--- config.mk ---
export PLATFORM = sky130hd
export DESIGN_NAME = ptt_timebase
export DESIGN_NICKNAME = d
export VERILOG_FILES = /design/src/verilog/ptt_pkg.sv /design/src/verilog/ptt_src_if.sv /design/src/verilog/ptt_timebase.sv /design/src/verilog/ptt_src_sel.sv
export SDC_FILE = /design/constraint.sdc
export NUM_CORES = 1
export LEC_CHECK = 0
export BUFFER_PORTS_ARGS = -buffer_cell sky130_fd_sc_hd__buf_4
export CELL_PAD_IN_SITES_DETAIL_PLACEMENT = 1
export CELL_PAD_IN_SITES_GLOBAL_PLACEMENT = 1
export CORE_UTILIZATION = 38
export CTS_BUF_LIST = sky130_fd_sc_hd__clkbuf_8
export CTS_CLUSTER_SIZE = 12
export DETAILED_ROUTE_END_ITERATION = 10
export PLACE_DENSITY = 0.93
export SLEW_MARGIN = 20
export SYNTH_ARGS = -nofsm -noshare
export SYNTH_HDL_FRONTEND = slang
export SYNTH_SLANG_ARGS = --single-unit
--- constraint.sdc ---
create_clock -name pclk -period 3.3 [get_ports pclk]
set_input_delay 0.66 -clock pclk [delete_from_list [all_inputs] [get_ports pclk]]
set_output_delay 0.66 -clock pclk [all_outputs]
set_load 0.02 [all_outputs]
--- src/verilog/ptt_pkg.sv ---
package ptt_pkg;

  // ------------------------------------------------------------
  // register map
  // ------------------------------------------------------------
  localparam logic [11:0] PTT_TICK_CONTROL_OFS = 12'h000;
  localparam logic [11:0] PTT_STATUS_OFS       = 12'h004;

  // ------------------------------------------------------------
  // tick_control field positions
  // ------------------------------------------------------------
  localparam int PTT_BIT_FLAG   = 7;
  localparam int PTT_BIT_TAP_HI = 6;
  localparam int PTT_BIT_TAP_LO = 4;
  localparam int PTT_BIT_ACK    = 3;
  localparam int PTT_BIT_IE     = 2;
  localparam int PTT_BIT_RUN    = 1;

  // status register bit positions
  localparam int PTT_BIT_SRC_EXT = 0;
  localparam int PTT_BIT_ACTIVE  = 1;
  localparam int PTT_BIT_BLOCKED = 2;

  // ------------------------------------------------------------
  // reset values and sizes
  // ------------------------------------------------------------
  localparam int          PTT_STAGES      = 15;
  localparam logic [2:0]  PTT_TAP_RESET   = 3'h0;
  localparam logic [14:0] PTT_CHAIN_RESET = 15'h0000;

  typedef enum logic [1:0] {
    PTT_SRC_IDLE = 2'b00,
    PTT_SRC_HI   = 2'b01,
    PTT_SRC_LO   = 2'b10
  } ptt_edge_t;

endpackage

--- src/verilog/ptt_src_if.sv ---
`timescale 1ns/10ps
interface ptt_src_if;
  logic tick_src_edge;
  logic src_is_ext;
  modport src (output tick_src_edge, output src_is_ext);
  modport dst (input tick_src_edge, input src_is_ext);
endinterface

--- src/verilog/ptt_timebase.sv ---
// Local design decisions: the APB register port and the register offsets.
`timescale 1ns/10ps
// How it works
// RL1 - fifteen-stage divider, eight selectable taps
// RL2 - run clear holds chain at zero
// RL3 - run set counts from zero
// RL4 - rollover at selected tap sets flag
// RL5 - irq when flag and enable set
// RL6 - first tick half period, then full
// RL7 - ack one clears flag, zero nothing
// RL8 - ack bit reads zero, stores nothing
// RL9 - flag read-only, set by rollover only
// RL10 - taps 0..3 give 32768/8192/2048/128
// RL11 - taps 4,5 give 64 and 32
// RL12 - taps 6,7 give 16 and 8
// RL13 - external clock used when enabled
// RL14 - software changes tap only while stopped
// RL15 - wait mode counts, register blocked
// RL16 - stop mode counts only with keep-osc
// RL17 - register blocked during stop mode
// RL18 - reset clears enables, chain zero
// RL19 - software disables unused timebase before sleep
// RL20 - irq level holds until ack
module ptt_timebase
  import ptt_pkg::*;
(
  // apb slave
  input  wire logic        pclk,
  input  wire logic        presetn,
  input  wire logic        psel,
  input  wire logic        penable,
  input  wire logic        pwrite,
  input  wire logic [11:0] paddr,
  input  wire logic [31:0] pwdata,
  input  wire logic [3:0]  pstrb,
  output logic      [31:0] prdata,
  output logic             pready,
  output logic             pslverr,
  // clocks and clock control
  input  wire logic        external_clock_in,
  input  wire logic        internal_clock_in,
  input  wire logic        external_clock_on,
  // low-power state
  input  wire logic        wait_mode,
  input  wire logic        stop_mode,
  input  wire logic        osc_keep_in_stop,
  // cpu interrupt
  output logic             tick_irq
);

  ptt_src_if sif ();

  logic [14:0] chain_r;
  logic [14:0] chain_nxt;
  logic        run_r;
  logic        run_nxt;
  logic        ie_r;
  logic        ie_nxt;
  logic [2:0]  tap_r;
  logic [2:0]  tap_nxt;
  logic        flag_r;
  logic        flag_nxt;
  logic [31:0] prdata_r;
  logic [31:0] prdata_nxt;
  logic        slverr_r;
  logic        slverr_nxt;
  logic        access;
  logic        blocked;
  logic        hit_ctl;
  logic        hit_sts;
  logic        wr_ctl;
  logic        active;
  logic        step;
  logic        rollover;
  logic [15:0] tap_bits;
  logic [3:0]  tap_idx;

  // ------------------------------------------------------------
  // source clock selection
  // ------------------------------------------------------------
  ptt_src_sel u_src (
    .pclk              (pclk),
    .presetn           (presetn),
    .external_clock_in (external_clock_in),
    .internal_clock_in (internal_clock_in),
    .external_clock_on (external_clock_on),
    .sif               (sif)
  );

  // ------------------------------------------------------------
  // apb decode
  // ------------------------------------------------------------
  // RL15 - no cpu access in wait
  // RL17 - no cpu access in stop
  assign blocked = wait_mode | stop_mode;
  assign access  = psel & penable;
  assign hit_ctl = (paddr == PTT_TICK_CONTROL_OFS);
  assign hit_sts = (paddr == PTT_STATUS_OFS);
  assign wr_ctl  = access & pwrite & hit_ctl & pstrb[0] & ~blocked;
  assign pready  = 1'b1;
  assign prdata  = prdata_r;
  assign pslverr = slverr_r;

  // ------------------------------------------------------------
  // divider chain
  // ------------------------------------------------------------
  // RL16 - stop halts chain unless kept
  assign active = run_r & ~(stop_mode & ~osc_keep_in_stop);
  assign step   = active & sif.tick_src_edge;

  // RL10 - tap to stage mapping
  // RL11 - codes 100 and 101
  // RL12 - codes 110 and 111
  always_comb
  begin
    case (tap_r)
      3'h0:    tap_idx = 4'hE;
      3'h1:    tap_idx = 4'hC;
      3'h2:    tap_idx = 4'hA;
      3'h3:    tap_idx = 4'h6;
      3'h4:    tap_idx = 4'h5;
      3'h5:    tap_idx = 4'h4;
      3'h6:    tap_idx = 4'h3;
      default: tap_idx = 4'h2;
    endcase
  end

  // RL1 - one rising-edge detect per stage
  genvar g;
  generate
    for (g = 0; g < PTT_STAGES; g++)
    begin : g_tap
      assign tap_bits[g] = ~chain_r[g] & chain_nxt[g];
    end
  endgenerate
  assign tap_bits[15] = 1'b0;

  // RL4 - stage N rises every 2^(N+1) steps
  // rising edge, not falling: first rise after 2^N steps
  // RL6 - first tick lands at half period
  assign rollover = step & tap_bits[tap_idx];

  always_comb
  begin
    chain_nxt = chain_r;
    // RL2 - disabled chain held at zero
    if (!run_r)
    begin
      chain_nxt = PTT_CHAIN_RESET;
    end
    // RL3 - counting begins from zero
    else if (step)
    begin
      chain_nxt = chain_r + 15'h0001;
    end
  end

  // ------------------------------------------------------------
  // control register
  // ------------------------------------------------------------
  always_comb
  begin
    run_nxt  = run_r;
    ie_nxt   = ie_r;
    tap_nxt  = tap_r;
    flag_nxt = flag_r;
    if (wr_ctl)
    begin
      run_nxt = pwdata[PTT_BIT_RUN];
      ie_nxt  = pwdata[PTT_BIT_IE];
      // RL14 - tap writable only while stopped
      if (!run_r)
      begin
        tap_nxt = pwdata[PTT_BIT_TAP_HI:PTT_BIT_TAP_LO];
      end
      // RL7 - ack of one clears flag
      if (pwdata[PTT_BIT_ACK])
      begin
        flag_nxt = 1'b0;
      end
    end
    // RL9 - flag cleared with the enable
    if (!run_r)
    begin
      flag_nxt = 1'b0;
    end
    // RL9 - only a rollover sets it, set wins
    if (rollover)
    begin
      flag_nxt = 1'b1;
    end
  end

  // ------------------------------------------------------------
  // read path
  // ------------------------------------------------------------
  always_comb
  begin
    prdata_nxt = 32'h0000_0000;
    slverr_nxt = 1'b0;
    if (psel && !penable)
    begin
      if (blocked || !(hit_ctl || hit_sts))
      begin
        slverr_nxt = 1'b1;
      end
      else if (!pwrite && hit_ctl)
      begin
        // RL8 - ack position always reads zero
        prdata_nxt[PTT_BIT_FLAG]                   = flag_r;
        prdata_nxt[PTT_BIT_TAP_HI:PTT_BIT_TAP_LO]  = tap_r;
        prdata_nxt[PTT_BIT_IE]                     = ie_r;
        prdata_nxt[PTT_BIT_RUN]                    = run_r;
      end
      else if (!pwrite)
      begin
        prdata_nxt[PTT_BIT_SRC_EXT] = sif.src_is_ext;
        prdata_nxt[PTT_BIT_ACTIVE]  = active;
        prdata_nxt[PTT_BIT_BLOCKED] = blocked;
      end
    end
    else if (access)
    begin
      prdata_nxt = prdata_r;
      slverr_nxt = slverr_r;
    end
  end

  always_ff @(posedge pclk or negedge presetn)
  begin
    if (!presetn)
    begin
      // RL18 - reset disables, chain zero
      chain_r  <= PTT_CHAIN_RESET;
      run_r    <= 1'b0;
      ie_r     <= 1'b0;
      tap_r    <= PTT_TAP_RESET;
      flag_r   <= 1'b0;
      prdata_r <= 32'h0000_0000;
      slverr_r <= 1'b0;
    end
    else
    begin
      chain_r  <= chain_nxt;
      run_r    <= run_nxt;
      ie_r     <= ie_nxt;
      tap_r    <= tap_nxt;
      flag_r   <= flag_nxt;
      prdata_r <= prdata_nxt;
      slverr_r <= slverr_nxt;
    end
  end

  // RL5 - irq from flag and enable
  // RL20 - level until ack or disable
  assign tick_irq = flag_r & ie_r;

  // ------------------------------------------------------------
  // checks
  // ------------------------------------------------------------
  a_chain_held_zero: assert property (@(posedge pclk) disable iff (!presetn) // RL2
    !run_r |=> chain_r == 15'h0000)
    else $error("chain not zero while disabled");

  a_flag_from_roll: assert property (@(posedge pclk) disable iff (!presetn) // RL9
    $rose(flag_r) |-> $past(rollover))
    else $error("flag rose without rollover");

  a_roll_sets_flag: assert property (@(posedge pclk) disable iff (!presetn) // RL4
    rollover |=> flag_r)
    else $error("rollover did not set flag");

  a_ack_clears: assert property (@(posedge pclk) disable iff (!presetn) // RL7
    wr_ctl && pwdata[PTT_BIT_ACK] && !rollover |=> !flag_r)
    else $error("ack did not clear flag");

  a_ack_zero_keeps: assert property (@(posedge pclk) disable iff (!presetn) // RL7
    wr_ctl && !pwdata[PTT_BIT_ACK] && run_r && flag_r |=> flag_r)
    else $error("ack zero cleared flag");

  a_ack_reads_zero: assert property (@(posedge pclk) disable iff (!presetn) // RL8
    !prdata[PTT_BIT_ACK])
    else $error("ack bit read as one");

  a_irq_level: assert property (@(posedge pclk) disable iff (!presetn) // RL5
    tick_irq == (flag_r && ie_r))
    else $error("irq does not follow flag and enable");

  a_irq_holds: assert property (@(posedge pclk) disable iff (!presetn) // RL20
    tick_irq && !wr_ctl && run_r |=> tick_irq)
    else $error("irq dropped without ack");

  a_blocked_write: assert property (@(posedge pclk) disable iff (!presetn) // RL17
    blocked |-> !wr_ctl)
    else $error("register written while asleep");

  a_stop_frozen: assert property (@(posedge pclk) disable iff (!presetn) // RL16
    stop_mode && !osc_keep_in_stop && run_r |=> $stable(chain_r))
    else $error("chain moved in stop");

  a_step_count: assert property (@(posedge pclk) disable iff (!presetn) // RL3
    run_r && step |=> chain_r == $past(chain_r) + 15'h0001)
    else $error("chain did not increment");

  a_tap_locked: assert property (@(posedge pclk) disable iff (!presetn) // RL14
    run_r |=> $stable(tap_r))
    else $error("tap changed while running");

endmodule // ptt_timebase

--- src/verilog/ptt_src_sel.sv ---
`timescale 1ns/10ps
// selects the tick source clock and turns its rising edges into pclk pulses
module ptt_src_sel
  import ptt_pkg::*;
(
  // clock and reset
  input  wire logic pclk,
  input  wire logic presetn,
  // clock pins
  input  wire logic external_clock_in,
  input  wire logic internal_clock_in,
  input  wire logic external_clock_on,
  // toward the divider
  ptt_src_if.src    sif
);

  logic [2:0] ext_sync_r;
  logic [2:0] int_sync_r;
  logic [2:0] ext_sync_nxt;
  logic [2:0] int_sync_nxt;
  logic       ext_lvl_r;
  logic       ext_lvl_nxt;
  logic       int_lvl_r;
  logic       int_lvl_nxt;
  logic       ext_rise;
  logic       int_rise;

  // ------------------------------------------------------------
  // synchronisers, a change counts once stages 2 and 3 agree
  // ------------------------------------------------------------
  always_comb
  begin
    ext_sync_nxt = {ext_sync_r[1:0], external_clock_in};
    int_sync_nxt = {int_sync_r[1:0], internal_clock_in};
    ext_lvl_nxt  = (ext_sync_r[1] == ext_sync_r[2]) ? ext_sync_r[2] : ext_lvl_r;
    int_lvl_nxt  = (int_sync_r[1] == int_sync_r[2]) ? int_sync_r[2] : int_lvl_r;
  end

  always_ff @(posedge pclk or negedge presetn)
  begin
    if (!presetn)
    begin
      ext_sync_r <= 3'h0;
      int_sync_r <= 3'h0;
      ext_lvl_r  <= 1'b0;
      int_lvl_r  <= 1'b0;
    end
    else
    begin
      ext_sync_r <= ext_sync_nxt;
      int_sync_r <= int_sync_nxt;
      ext_lvl_r  <= ext_lvl_nxt;
      int_lvl_r  <= int_lvl_nxt;
    end
  end

  assign ext_rise = ext_lvl_nxt & ~ext_lvl_r;
  assign int_rise = int_lvl_nxt & ~int_lvl_r;

  // RL13 - external wins when on
  assign sif.tick_src_edge = external_clock_on ? ext_rise : int_rise;
  assign sif.src_is_ext    = external_clock_on;

endmodule // ptt_src_sel

==> metrics.md <==
| Metric | Value |
|---|---|
| Final setup TNS | 0 ns |
| Num rows | 26 |
| Critical Path AT | 2.39 ns |
| Total GRT Usage | 0.198 |
| Clock root buffer | clkbuf_8 |
| Routed wl met3 | roughly 160 µm |
| H-tree Lvls | 2 |
| Status | finished clean |
| Via/cell ratio | slightly above 5 |
| Hold_buf cts | 0 |
| WL met2 | 2.65 mm |
| Worst EP required | 3.48 ns |
| CTS tree | built |
| Post-synth EDFFs | 0 |
| Fin. max-slew vios | 0 |
| Top Metal Used | met4 |
| Maximum vdd ir drop | about 0.23 mV |
| Slew @ Worst Pin | 0.511 ns |
| Sequential Area | 926 µm² |
| Port Buffer Count | 38 |
| Ys async rst share | 1.00 |
| Detailed placement HPWL | between 3 and 4 mm |
| Layout Nets | around 300 |
| Crit share post-route | 0.668 |
| Crit path launch type | primary input |
| Top FF cell, synth | dfrtp_1 |
| Clock latency on the worst-skew pair | about 0.29 ns |
| Slew HR | 0.655 |
| Clock power share | 0.426 |
| Core Footprint | 5110 µm² |
| Comb pwr share | 0.086 |
| Post-synth top area share | 0.460 |
| RSZ-0062 raised after global routing | false |
| Final Hold Fails | 0 |
| Critical Path End Type | flop |
| Hold Path Class | primary input to async pin |
| Mean Syn Cell Area | approximately 10 µm² |
| DRT Pass-1 Iters | 4 |
| Mapped Cells | 198 |
| Initial cell density of the core | 0.394 |
| Finish-stage setup viols | 0 |
| GPL Wtd Cong | just under 0.8 |
| Die area | 5590 µm² |
| Max Cap Violations | 0 |
| Post-route setup slack | 1.10 ns |
| CP Class | primary input to flop |
| Seq/Total Area, Yosys | 0.460 |
| Fill count | 603 |
| Post-synthesis cell area | 2010 µm² |
| Sw power | roughly 220 µW |
| Layout area overhead | 18.9% |
| Net Sw Frac | 0.228 |
| Register share of total power | 0.488 |
| Synth area leaders | dfrtp_1 46%, buf_4 9.7%, and2_1 4.0% |
| Area of the multi-input gates | 955 µm² |
| First-pass GRT wire length | 8.09 mm |
| Final Skew | 0.00422 ns |
| Yosys warning count | 0 |
| Place WS | 0.789 ns |
| Vias in the first global route | around 1.7k |
| Final wirelength | 4.82 mm |
| Met1 WL | 1.88 mm |
| Setup bufs post-CTS | 0 |
| Initial antenna violation count | 0 |
| Worst-path maximum fanout | 5 |
| Post-Place Cells | 302 |
| Fin crit period | around 2.2 ns |
| Area leader, netlist | dfrtp_1 |
| Synth cell types | 49 |
| Pwr dens | 398 nW/µm² |
| DR DRC count | 0 |
| Fmax | 0.454 GHz |
| CTS resizes | 0 |
| Cell Int Power | between 700 and 800 µW |
| Hold WS | 0.315 ns |
| Leak | 0.00112 µW |
| Vias post-DR | 1576 |
| Chip height | ~75 µm |
| Layout cell share with drive strength beyond 1 | 0.242 |
| Clk sinks | 37 |
| Max clock buf depth | 2 |
| Inserted Diodes | 0 |
| Cts bufs inserted | 5 |
| Flops & latches, synth | 37 |
| Largest net degree at the start of global routing | 38 |
| I/O pins | 94 |
| Die Wd | 74.8 µm |
| Clock-pin transition on the worst setup and hold timing paths | roughly 0.07 ns |
| Final non-filler cell total | 310 |
| Grt ovf | 0 |
| Drt wl/cell | 15.6 µm |
| Final ANT Viol Nets | 0 |
| Iteration-0 DRC Markers | 69 |
metrics by stage:
step / total power (µW) / utilization / instance area (µm²)
after floorplan: 535 / - / 2100
after global placement: 551 / 0.446 / 2280
after detailed placement: 555 / 0.446 / 2280
after CTS: 959 / 0.468 / 2390
after global routing: 984 / 0.468 / 2390
final: 951 / 0.468 / 2390
layout make-up:
type,count,area share
multi-input combinational,152,0.399
sequential,37,0.387
timing repair buffer,39,0.122
tap,70,0.0366
clock buffer,6,0.0345
clock inverter,2,0.0141
inverter,4,0.00628
cells in the mapped netlist (2+ instances only):
cell type	instances
clkbuf_1	3
a41oi_1	2
o21ai_0	7
buf_4	26
nor2b_1	3
conb_1	2
xor2_1	3
a21oi_1	2
inv_1	4
and3_1	4
nand2_1	17
maj3_1	3
and2_1	13
or3_1	3
nand3_1	7
a21boi_0	4
nor2_1	6
mux2_2	3
dfrtp_1	37
or3_2	2
nand4b_1	2
nor4_1	4
a22o_1	5
xnor2_1	7
nand2b_1	2
nor3_1	4
final timing paths:
check | from | to | slack, ns | cells past startpoint
worst max-delay path | paddr[5] | tap_r[2] | 1.10 | 6
worst min register to register | u_src.int_sync_r[0] | u_src.int_sync_r[1] | 0.35 | 0
min in group pclk | u_src.int_sync_r[0] | u_src.int_sync_r[1] | 0.35 | 0
worst max register to register | chain_r[5] | flag_r | 1.27 | 6
max in group asynchronous | presetn | chain_r[7] | 2.65 | 1
worst min-delay path | presetn | ie_r | 0.32 | 1
flip-flops by register name, summed over array words and instances (netlist names):
| name | count |
|---|---|
| u_src.int_sync_r | 3 |
| u_src.int_lvl_r | 1 |
| pslverr | 1 |
| u_src.ext_sync_r | 3 |
| u_src.ext_lvl_r | 1 |
| run_r | 1 |
| ie_r | 1 |
| tap_r | 3 |
| flag_r | 1 |
| prdata | 7 |
| chain_r | 15 |
worst max-delay path, stage by stage:
cell and delay [ns]:
buf_4 0.11, nor4_1 0.32, nand3_1 0.15, or3_1 0.44
nor3_2 0.32, mux2_2 0.37
logic make-up after synthesis:
family                     synth area share
muxes                                0.0168
buffers and inverters                 0.110
and+or+nand+nor                       0.226
adders and majority gates            0.0211
other                               0.00373
AOI/OAI and AO/OA                     0.119
xor gates and xnor gates             0.0435
DFF                                   0.460
power groups by stage:
stage	combinational [µW]	clock, µW	sequential [µW]
finish	81.9	405	464
global route	90.2	429	465
CTS	82.4	413	464
detailed placement	82.4	0	472
global placement	79.4	0	472
floorplan	61.8	0	473
cell usage in the layout, fill, tap and decap left out, types with 3 or more instances in the layout:
cell type	netlist	routed
maj3_1	3	3
and3_1	4	4
clkbuf_8	0	6
conb_1	2	26
xnor2_1	7	7
dfrtp_1	37	37
mux2_2	3	3
a21boi_0	4	4
and2_1	13	13
nor2_1	6	6
nor3_1	4	4
nor2b_1	3	3
nand2_1	17	17
nor4_1	4	4
xor2_1	3	3
a22o_1	5	5
inv_1	4	5
o21ai_0	7	7
or3_1	3	3
nand3_1	7	7
buf_4	26	39
per-layer routing:
metal,global-route usage,vias up
met2,0.369,36
li1,-,726
met5,0,-
met1,0.208,800
met3,0.0482,14
met4,0.0922,0
No activity file was read; power rests on OpenSTA's default activity.
